--- src/verilog/mhs_defines.vh ---
// Constants shared by the memory handshake state machine and its input stage.
// Assumes plain Verilog-2005 inclusion by bare file name from the same folder.
`ifndef MHS_DEFINES_VH
`define MHS_DEFINES_VH

// ----------------------------------------------------------------------------
// State encoding, one-hot, ten states
// ----------------------------------------------------------------------------
`define MHS_ST_W 10
`define MHS_ST_IDLE 10'h001
`define MHS_ST_RD_A 10'h002
`define MHS_ST_RD_B 10'h004
`define MHS_ST_RD_C 10'h008
`define MHS_ST_WR_A 10'h010
`define MHS_ST_DL_A 10'h020
`define MHS_ST_DL_B 10'h040
`define MHS_ST_DL_C 10'h080
`define MHS_ST_WR_B 10'h100
`define MHS_ST_WR_C 10'h200

// ----------------------------------------------------------------------------
// Delay count values shown on the two count outputs
// ----------------------------------------------------------------------------
`define MHS_CNT_ZERO 2'h0
`define MHS_CNT_ONE 2'h1
`define MHS_CNT_TWO 2'h2
`define MHS_CNT_THREE 2'h3

// ----------------------------------------------------------------------------
// Input stage layout: bit positions inside the synchronised pin vector
// ----------------------------------------------------------------------------
`define MHS_PIN_W 7
`define MHS_PIN_REQ 0
`define MHS_PIN_RW 1
`define MHS_PIN_INIT 2
`define MHS_PIN_SEL_A 3
`define MHS_PIN_SEL_B 4
`define MHS_PIN_SEL_C 5
`define MHS_PIN_SEL_D 6
`define MHS_PIN_RESET 7'h00

// Reset level of both synchroniser stages
`define MHS_SYNC_RESET 1'h0

`endif

--- src/verilog/mhs_sync.v ---
// Two-stage synchroniser for a vector of independent level inputs.
// Assumes each bit is a slow level; no bit-to-bit coherence is promised.
`include "mhs_defines.vh"

module mhs_sync #(
    parameter WIDTH = `MHS_PIN_W
) (
    // Clock, reset and freeze
    input wire core_clk,
    input wire reset_n,
    input wire clk_en,
    // Raw levels from outside the clock domain
    input wire [WIDTH-1:0] async_in,
    // Levels safe to use in the core_clk domain
    output wire [WIDTH-1:0] sync_out
);

    // ------------------------------------------------------------------------
    // One pair of flip-flops per bit
    // ------------------------------------------------------------------------
    genvar gi;
    generate
        for (gi = 0; gi < WIDTH; gi = gi + 1) begin : g_bit
            reg meta; // First stage, read only by the second stage
            reg safe; // Second stage, the only one the core may read
            // Both stages hold while the clock enable is low
            always @(posedge core_clk or negedge reset_n) begin
                if (!reset_n) begin
                    meta <= `MHS_SYNC_RESET;
                    safe <= `MHS_SYNC_RESET;
                end else if (clk_en) begin
                    meta <= async_in[gi];
                    safe <= meta;
                end
            end
            assign sync_out[gi] = safe;
        end
    endgenerate

endmodule

--- src/verilog/mhs_top.v ---
// Memory board handshake controller: answers processor read and write
// transfer requests with data-available and write-complete indications.
// Assumes the processor pins are asynchronous to core_clk and are held
// steady long enough to pass the two-stage input synchroniser.
//
// Function
// Processor starts transfer with request and direction.
// Read: processor samples data, then drops request.
// Write: processor drives data, awaits complete, drops.
// Drive enable and data-available default low.
// Read phases drive, drive+available, then nothing.
// Idle branches to read, write, or stays.
// Read needs request, read, all selects, no init.
// Read phases advance one clock per step.
// Initialise returns every busy state to idle.
// First write phase: strobe on, rest low.
// Delay steps keep strobe, count one-two-three.
// Second write phase strobe+complete; third complete only.
// Write path advances one clock per step.
// Third write phase holds while write persists.
// Third read phase holds until request drops.
`include "mhs_defines.vh"

module mhs_top (
    // Clock, reset and freeze
    input wire core_clk,
    input wire reset_n,
    input wire clk_en,
    // Processor transfer request pins
    input wire xfer_req,
    input wire read_not_write,
    input wire init_req,
    // Board select address pins
    input wire board_select_a,
    input wire board_select_b,
    input wire board_select_c,
    input wire board_select_d,
    // Read side outputs
    output reg bus_drive_en,
    output reg data_available_flag,
    // Write side outputs
    output reg mem_write_strobe,
    output reg write_complete_flag,
    output reg delay_count_lsb,
    output reg delay_count_msb
);

    // ------------------------------------------------------------------------
    // State codes
    // ------------------------------------------------------------------------
    localparam [`MHS_ST_W-1:0] ST_IDLE = `MHS_ST_IDLE; // Waiting for a request
    localparam [`MHS_ST_W-1:0] ST_RD_A = `MHS_ST_RD_A; // rd_phase_a
    localparam [`MHS_ST_W-1:0] ST_RD_B = `MHS_ST_RD_B; // rd_phase_b
    localparam [`MHS_ST_W-1:0] ST_RD_C = `MHS_ST_RD_C; // rd_phase_c
    localparam [`MHS_ST_W-1:0] ST_WR_A = `MHS_ST_WR_A; // wr_phase_a
    localparam [`MHS_ST_W-1:0] ST_DL_A = `MHS_ST_DL_A; // delay_step_a
    localparam [`MHS_ST_W-1:0] ST_DL_B = `MHS_ST_DL_B; // delay_step_b
    localparam [`MHS_ST_W-1:0] ST_DL_C = `MHS_ST_DL_C; // delay_step_c
    localparam [`MHS_ST_W-1:0] ST_WR_B = `MHS_ST_WR_B; // wr_phase_b
    localparam [`MHS_ST_W-1:0] ST_WR_C = `MHS_ST_WR_C; // wr_phase_c

    // ------------------------------------------------------------------------
    // Signals
    // ------------------------------------------------------------------------
    wire [`MHS_PIN_W-1:0] raw_pins; // Pins gathered for the synchroniser
    wire [`MHS_PIN_W-1:0] pins; // Synchronised copy of the pins
    wire req_s; // Synchronised transfer request
    wire rw_s; // Synchronised direction, high for read
    wire init_s; // Synchronised initialise
    wire board_hit; // All four select lines high
    wire rd_start; // Read start condition
    wire wr_start; // Write start condition
    reg [`MHS_ST_W-1:0] state; // Current one-hot state
    reg [`MHS_ST_W-1:0] next_state; // State for the next edge
    reg next_bus_drive_en; // Output values that go with next_state
    reg next_data_available_flag;
    reg next_mem_write_strobe;
    reg next_write_complete_flag;
    reg [1:0] next_delay_count; // {msb, lsb} of the delay count

    // ------------------------------------------------------------------------
    // Input stage
    // ------------------------------------------------------------------------
    // Every pin is asynchronous to core_clk, so all pass two flip-flops.
    // This costs two cycles of latency on each request edge, which the
    // processor absorbs because it waits on the handshake anyway.
    assign raw_pins = {board_select_d, board_select_c, board_select_b,
                       board_select_a, init_req, read_not_write, xfer_req};

    mhs_sync #(
        .WIDTH(`MHS_PIN_W)
    ) u_sync (
        .core_clk(core_clk),
        .reset_n(reset_n),
        .clk_en(clk_en),
        .async_in(raw_pins),
        .sync_out(pins)
    );

    assign req_s = pins[`MHS_PIN_REQ];
    assign rw_s = pins[`MHS_PIN_RW];
    assign init_s = pins[`MHS_PIN_INIT];
    assign board_hit = pins[`MHS_PIN_SEL_A] & pins[`MHS_PIN_SEL_B] &
                       pins[`MHS_PIN_SEL_C] & pins[`MHS_PIN_SEL_D];

    // ------------------------------------------------------------------------
    // Start conditions
    // ------------------------------------------------------------------------
    // The processor opens a transfer with request plus direction
    assign rd_start = req_s & rw_s & board_hit & ~init_s;
    // Write mirrors the read decode with the direction low
    assign wr_start = req_s & ~rw_s & board_hit & ~init_s;

    // ------------------------------------------------------------------------
    // Next-state logic
    // ------------------------------------------------------------------------
    // Initialise is checked first in every busy state so that it wins over
    // any step or hold.
    always @* begin
        next_state = ST_IDLE;
        case (state)
            ST_IDLE: begin
                if (wr_start) begin
                    next_state = ST_WR_A;
                end else if (rd_start) begin
                    next_state = ST_RD_A;
                end else begin
                    next_state = ST_IDLE;
                end
            end
            ST_RD_A: begin
                if (init_s) begin
                    next_state = ST_IDLE;
                end else begin
                    next_state = ST_RD_B;
                end
            end
            ST_RD_B: begin
                if (init_s) begin
                    next_state = ST_IDLE;
                end else begin
                    next_state = ST_RD_C;
                end
            end
            ST_RD_C: begin
                // Waits for the processor to lower the request after sampling
                if (init_s) begin
                    next_state = ST_IDLE;
                end else if (req_s) begin
                    next_state = ST_RD_C;
                end else begin
                    next_state = ST_IDLE;
                end
            end
            ST_WR_A: begin
                if (init_s) begin
                    next_state = ST_IDLE;
                end else begin
                    next_state = ST_DL_A;
                end
            end
            ST_DL_A: begin
                if (init_s) begin
                    next_state = ST_IDLE;
                end else begin
                    next_state = ST_DL_B;
                end
            end
            ST_DL_B: begin
                if (init_s) begin
                    next_state = ST_IDLE;
                end else begin
                    next_state = ST_DL_C;
                end
            end
            ST_DL_C: begin
                if (init_s) begin
                    next_state = ST_IDLE;
                end else begin
                    next_state = ST_WR_B;
                end
            end
            ST_WR_B: begin
                if (init_s) begin
                    next_state = ST_IDLE;
                end else begin
                    next_state = ST_WR_C;
                end
            end
            ST_WR_C: begin
                // Holds complete while the write start condition persists
                if (init_s) begin
                    next_state = ST_IDLE;
                end else if (wr_start) begin
                    next_state = ST_WR_C;
                end else begin
                    next_state = ST_IDLE;
                end
            end
            default: begin
                // An illegal code recovers to idle
                next_state = ST_IDLE;
            end
        endcase
    end

    // ------------------------------------------------------------------------
    // Output decode of the next state
    // ------------------------------------------------------------------------
    // Decoding next_state lets the outputs be flip-flops that change on the
    // same edge as the state, with no glitches on the pins.
    always @* begin
        // Everything low unless a state asserts it
        next_bus_drive_en = 1'h0;
        next_data_available_flag = 1'h0;
        next_mem_write_strobe = 1'h0;
        next_write_complete_flag = 1'h0;
        next_delay_count = `MHS_CNT_ZERO;
        case (next_state)
            ST_RD_A: begin
                next_bus_drive_en = 1'h1;
            end
            ST_RD_B: begin
                next_bus_drive_en = 1'h1;
                next_data_available_flag = 1'h1;
            end
            ST_WR_A: begin
                next_mem_write_strobe = 1'h1;
            end
            ST_DL_A: begin
                next_mem_write_strobe = 1'h1;
                next_delay_count = `MHS_CNT_ONE;
            end
            ST_DL_B: begin
                next_mem_write_strobe = 1'h1;
                next_delay_count = `MHS_CNT_TWO;
            end
            ST_DL_C: begin
                next_mem_write_strobe = 1'h1;
                next_delay_count = `MHS_CNT_THREE;
            end
            ST_WR_B: begin
                next_mem_write_strobe = 1'h1;
                next_write_complete_flag = 1'h1;
            end
            ST_WR_C: begin
                next_write_complete_flag = 1'h1;
            end
            default: begin
                // Idle and the third read phase leave every output low
                next_delay_count = `MHS_CNT_ZERO;
            end
        endcase
    end

    // ------------------------------------------------------------------------
    // State and output registers
    // ------------------------------------------------------------------------
    // The clock enable freezes state and outputs together, so the pins never
    // disagree with the state they describe.
    always @(posedge core_clk or negedge reset_n) begin
        if (!reset_n) begin
            state <= ST_IDLE;
            bus_drive_en <= 1'h0;
            data_available_flag <= 1'h0;
            mem_write_strobe <= 1'h0;
            write_complete_flag <= 1'h0;
            delay_count_lsb <= 1'h0;
            delay_count_msb <= 1'h0;
        end else if (clk_en) begin
            state <= next_state;
            bus_drive_en <= next_bus_drive_en;
            data_available_flag <= next_data_available_flag;
            mem_write_strobe <= next_mem_write_strobe;
            write_complete_flag <= next_write_complete_flag;
            delay_count_lsb <= next_delay_count[0];
            delay_count_msb <= next_delay_count[1];
        end
    end

endmodule

--- config.mk ---
export PLATFORM = sky130hd
export DESIGN_NAME = mhs_top
export DESIGN_NICKNAME = d
export VERILOG_FILES = /design/src/verilog/mhs_sync.v /design/src/verilog/mhs_top.v
export VERILOG_INCLUDE_DIRS = /design/src /design/src/verilog
export SDC_FILE = /design/constraint.sdc
export NUM_CORES = 1
export LEC_CHECK = 0
export CAP_MARGIN = 20
export CORE_MARGIN = 2
export CORE_UTILIZATION = 56
export CTS_BUF_LIST = sky130_fd_sc_hd__clkbuf_16
export DETAILED_ROUTE_END_ITERATION = 8
export DONT_BUFFER_PORTS = 1
export GPL_ROUTABILITY_DRIVEN = 0
export GPL_TIMING_DRIVEN = 0
export PLACE_DENSITY = 0.77
export REMOVE_ABC_BUFFERS = 1
export SKIP_LAST_GASP = 1
export SLEW_MARGIN = 20
export SYNTH_ARGS = -nofsm -noshare
export SYNTH_HDL_FRONTEND = slang
export SYNTH_SLANG_ARGS = --single-unit
--- constraint.sdc ---
create_clock -name core_clk -period 1.9 [get_ports core_clk]
set_clock_uncertainty 0.1 [all_clocks]
set_input_delay 0.285 -clock core_clk [delete_from_list [all_inputs] [get_ports core_clk]]
set_output_delay 0.285 -clock core_clk [all_outputs]
set_load 0.02 [all_outputs]
==> results.toml, run 1 <==
[critical_path]
slowest_stage = "or4_4"
cp_data_arrival_time_ps = 1970
timing.setup.critical_path_class = "reg2reg"
worst-path-buf-inv = 0
end_kind = "flip-flop"
cp-start-kind = "flip-flop"
cp_top_family = "simple AND/OR/NAND/NOR gates"
crit_chain = "or4_4, nor3_4, nand3_2, or3_1, o21ai_2"
max_stage_delay_ps = 550
critical_path_required_ps = 2000
crit_fanout = 4

[global_routing]
gr-total-overflow = 0
grt_antenna_before_repair = 0
grt_pass1_vias = 1074
grt_pass1_wl_mm = 5.24
grtUsageMet2_pct = 31.9
gr-usage-met3_pct = 6.80
busiest_layer = "met2"
grt_max_degree = 32
grt_util_all_layers_pct = 21.5
gr-usage-met1_pct = 29.3

[power_and_ir_drop]
powerDensity_nw_per_um2 = 880
p_leak_nw = 0.745
vdd_drop_max_v = 0.000839

[placed_design]
dp_hpwl_mm = 1.94
dp_slack_ps = -150
dpl.cell_count = 166
port_buffers = 0
place_area_um2 = 1530

[floorplanning]
placementRows = 19
dieArea_um2 = 3250
die_width_um = 57.0
coreArea_um2 = 2710
die_h_um = 57.0
start_util_pct = 58.0
num_io_pins = 16

[clock_tree]
cts.path.max_buffers = 2
cts_root_buf = "clkbuf_16"
cts_tree = "done"
clk_latency_ps = 270
cts.sinks = 30
cts.clk_slew.worst_paths_ps = 50
h-tree-depth = 2
cts_buffers = 5

[yosys]
synth_edf_count = 0
synthTopCellsByCount = "dfrtp_1 (29), mux2_2 (14), nor2_1 (11)"
yosysUniqueCellTypes = 48
synth_top_area_cell = "dfrtp_1"
synthTopCellsByArea = "dfrtp_1 (46%), mux2_2 (10%), o21ai_0 (3.2%), buf_4 (2.9%), nor2_1 (2.6%)"
avgSynthCellArea_um2 = 10.8
postSynthCellCount = 146
synth_top_area_share_pct = 46.2
synth_seq_cells = 30
async_flop_share_pct = 100
ys_warn_count = 0
ys.flop_type = "dfrtp_1"
yosysSeqAreaShare_pct = 47.9
synthesis.area_um2 = 1570
synth_most_common_cell = "dfrtp_1"

[timing]
tightest_slew_ps = 575
report.final.slew_viol_count = 0
period_needed_ps = 1870
fin_ws_ps = 26.2
setup_tns_ps = 0
rsz0062_at_grt = "true"
max_freq_ghz = 0.534
setup_viol = 0
timing.final.crit_share_pct = 98.6
report.final.hold_viol_count = 0
slew-limit-headroom_pct = 61.3

[final_layout]
n_antenna_cell = 0
final_cell_area_um2 = 1770
final_layout_size_suffix_gt1_share_pct = 27.3
fin_cells = 181
postLayoutCoreUtil_pct = 65.4
syn2layout_area_growth_pct = 12.7
final_nets = 160

[detailed_routing]
viasPerCell = 6.56
drt_pre_antenna_iters = 4
drtIter0Drc = 40
drc_errors = 0
dr_total_vias = 1188
wl_per_cell_um = 18.4
routed_wl_mm = 3.33
antenna_left = 0

[outcome]
status = "completed"

[run]
drv_cap = 0

[worst_hold_path]
hp-class = "in2reg"
## sequential cells by signal, summed over array words and instances (netlist names)
| signal | cells |
|---|---|
| bus_drive_en | 1 |
| data_available_flag | 1 |
| delay_count_lsb | 1 |
| delay_count_msb | 1 |
| mem_write_strobe | 1 |
| state | 10 |
| u_sync.g_bit.meta | 7 |
| u_sync.g_bit.safe | 7 |
| write_complete_flag | 1 |
## layout make-up
class / count / area, um^2
Sequential cell: 30 / 757
Timing Repair Buffer: 8 / 77.6
Tap cell: 31 / 38.8
Clock inverter: 2 / 7.51
Clock buffer: 5 / 125
Multi-Input combinational cell: 97 / 736
Inverter: 8 / 30.0
Fill cell: 224 / 938
## kinds of logic after synthesis
kind of cell	synth area share (%)
and+or+nand+nor	19.5
DFF	47.9
AOI/OAI and AO/OA	12.7
buffers and inverters	7.01
muxes	10.7
xor gates and xnor gates	2.23
## through the flow
stage	hold slack [ps]	total power [W]
floorplan	-111	0.000808
global placement	-110	0.000828
detailed placement	-110	0.000833
CTS	2.19	0.00156
global route	7.74	0.00161
finish	13.2	0.00156
## report_power, final
group,switching [W],internal [W]
Sequential,0.0000446,0.000686
Combinational,0.0000597,0.0000644
Clock,0.000239,0.000464
Total,0.000343,0.00121
## cells in the final DEF (no fill, tap or decap), drive strengths merged, types with 3 or more instances in the layout
cell and instances:
inv 9, mux2 14, nand3 6, xor2 4, buf 6, nand4 5
nor4 3, o21ai 11, nor3 8, a21oi 3, dfrtp 29, nor2 11
clkbuf 5
## final timing paths
kind                                                   from  depth (start not counted)                                to  slack [ps]
setup / recovery                       state[8]$_DFFE_PN0P_                          5              state[7]$_DFFE_PN0P_          30
hold / removal                                       clk_en                          1              state[1]$_DFFE_PN0P_          10
setup reg to reg                       state[8]$_DFFE_PN0P_                          5              state[7]$_DFFE_PN0P_          30
hold reg to reg            u_sync.g_bit[1].meta$_DFFE_PN0P_                          2  u_sync.g_bit[1].safe$_DFFE_PN0P_         400
max in group asynchronous                           reset_n                          2              state[0]$_DFFE_PN1P_        1110
min in group asynchronous                           reset_n                          2              state[1]$_DFFE_PN0P_         350
## metal layers
| metal | vias to the layer above | share of wire, % |
|---|---|---|
| li1 | 549 | - |
| met1 | 579 | 41 |
| met2 | 56 | 50 |
| met3 | 4 | 8.0 |
| met4 | 0 | 1.2 |
| met5 | - | 0 |
## what timing repair did
action,in CTS,in global routing
buffers inserted,4,1
gates resized for setup,5,3
endpoints found under the hold margin,31,0
hold buffers,3,0
setup endpoints to repair,5,9
pin swaps,3,4
No activity file was read; power rests on OpenSTA's default activity.
==> run 2: changes to the inputs <==
CORE_UTILIZATION = 60   (was 56)
PLACE_DENSITY = 0.79   (was 0.77)
clock period = 2.07 ns   (was 1.9 ns; I/O delays follow)
==> run 2 against run 1 <==
Die area is 6.2% lower. Fmax is 7.2% lower. Cell area is 1.2% lower. Via count is 1.3% lower. Count of clock-buffer cells in the layout stayed put. Combinational power is 9.7% lower. Flip-flop and latch count stayed put. Total power is 7.0% lower. Clock power is 5.4% lower. First-iteration DRC count is 25% higher. Critical path type unchanged.
==> results.toml, run 2 (synthesized netlist as in run 1, its figures left out) <==
[placed_design]
dp_slack_ps = -30.4
dp_hpwl_mm = 1.94
port_buffers = 0

[global_routing]
grt_pass1_wl_mm = 5.05
grt_util_all_layers_pct = 24.7
grt_max_degree = 32
grt_pass1_vias = 1096
grt_antenna_before_repair = 0
gr-total-overflow = 0

[final_layout]
reg.largest.list = "state (10), u_sync.g_bit.meta (7), u_sync.g_bit.safe (7)"
multi_input_area_um2 = 731
final_common_cell = "dfrtp_1"
num-fill-cells = 185
largest_register_ff_count = 10
most-common-layout-cells = "dfrtp_1 (27), mux2_2 (14), nor2_1 (11), o21ai_0 (10), inv_1 (8)"
syn2layout_area_growth_pct = 11.4
largest-register = "state"
n_antenna_cell = 0
final_nets = 158
final_layout_size_suffix_gt1_share_pct = 25.5
postLayoutCoreUtil_pct = 70.7
ff_latch_area_um2 = 754

[timing]
setup_viol = 0
period_needed_ps = 2020
fin_ws_ps = 50.7
max_freq_ghz = 0.495
rsz0062_at_grt = "true"
report.final.hold_viol_count = 0
slew-limit-headroom_pct = 64.1
report.final.slew_viol_count = 0
timing.final.crit_share_pct = 97.5
tightest_slew_ps = 533

[critical_path]
timing.setup.critical_path_class = "reg2reg"
cp_data_arrival_time_ps = 2120
crit_fanout = 9
critPathLaunch = "state[4]$_DFFE_PN0P_"
critical_path_required_ps = 2170
r2r_start = "state[4]$_DFFE_PN0P_"
end_kind = "flip-flop"
cp-start-kind = "flip-flop"

[detailed_routing]
wl_per_cell_um = 17.6
drc_errors = 0
drtIter0Drc = 50
drt_pre_antenna_iters = 4
routed_wl_mm = 3.15
antenna_left = 0
viasPerCell = 6.55
dr_total_vias = 1173

[power_and_ir_drop]
p_leak_nw = 0.737
p_total_w = 0.00145
powerDensity_nw_per_um2 = 828
clockPowerShare_pct = 45.9
p_int_w = 0.00112
comb_power_share_pct = 7.8
vdd_drop_max_v = 0.000724
seqPwrFrac_pct = 46.3
swShare_pct = 22.6
switching_power_w = 0.000328

[floorplanning]
dieArea_um2 = 3040
coreArea_um2 = 2480
die_width_um = 55.2
die_h_um = 55.2
placementRows = 18
num_io_pins = 16
start_util_pct = 63.4

[clock_tree]
cts.path.max_buffers = 2
cts_tree = "done"
cts_buffers = 5
cts.sinks = 30
cts_root_buf = "clkbuf_16"
cts.clk_slew.worst_paths_ps = 50
clk_latency_ps = 270
h-tree-depth = 2

[worst_hold_path]
hp-class = "in2reg"
min_from = "clk_en"

[outcome]
status = "completed"

[run]
drv_cap = 0
## run 2: final cells by class
class | instances | share of cell area (%)
clock inverter | 3 | 0.715
tap | 30 | 2.14
sequential | 30 | 43.1
timing repair buffer | 6 | 3.43
clock buffer | 5 | 7.15
inverter | 8 | 1.72
multi-input combinational | 97 | 41.7
## run 2: final timing paths
| kind | slack [ps] | endpoint | cells past startpoint |
|---|---|---|---|
| setup / recovery | 50 | state[7]$_DFFE_PN0P_ | 6 |
| hold / removal | 20 | state[7]$_DFFE_PN0P_ | 1 |
| setup reg to reg | 50 | state[7]$_DFFE_PN0P_ | 6 |
| hold reg to reg | 400 | u_sync.g_bit[4].safe$_DFFE_PN0P_ | 1 |
| max in group asynchronous | 1260 | state[0]$_DFFE_PN1P_ | 2 |
| min in group asynchronous | 380 | delay_count_lsb$_DFFE_PN0P_ | 2 |
## run 2: routing by layer
layer | GRT usage [%] | vias up | share of wire [%] | wire, um
met4 | 16.7 | 0 | 4.0 | 125
met3 | 6.72 | 16 | 6.3 | 199
met5 | 0 | - | 0 | 0
met1 | 31.3 | 566 | 42 | 1320
met2 | 36.7 | 55 | 48 | 1500
li1 | - | 536 | - | -
## run 2: worst max-delay path: stages (launching register included)
cell,delay (ps)
dfrtp_2,480
or4_4,560
nor3_4,190
buf_4,160
nand3_2,70
or3_1,330
o21ai_2,60
## run 2: power groups by stage
stage          clock (W)  sequential, W  combinational (W)
2_1_floorplan          0       0.000667          0.0000747
3_3_place_gp           0       0.000676          0.0000837
3_5_place_dp           0       0.000679          0.0000873
4_1_cts         0.000678       0.000670           0.000111
5_1_grt         0.000703       0.000676           0.000124
6_report        0.000665       0.000671           0.000112
## run 2: timing repair
action | CTS | global route
hold buffers | 2 | 0
resized for setup | 0 | 5
endpoints found under the setup margin | 1 | 6
pin swaps | 1 | 3
setup buffers | 2 | 2
endpoints found under the hold margin | 30 | 0
## run 2: metrics by stage
step / hold slack, ps / std cells / cell area, um^2 / TNS, ps
2_1_floorplan: -85.1 / 135 / 1490 / 0
3_3_place_gp: -84.5 / 165 / 1530 / 0
3_5_place_dp: -84.4 / 165 / 1530 / -30.4
4_1_cts: 5.58 / 177 / 1710 / -15.1
5_1_grt: 18.3 / 179 / 1750 / -54.5
6_report: 15.3 / 179 / 1750 / 0
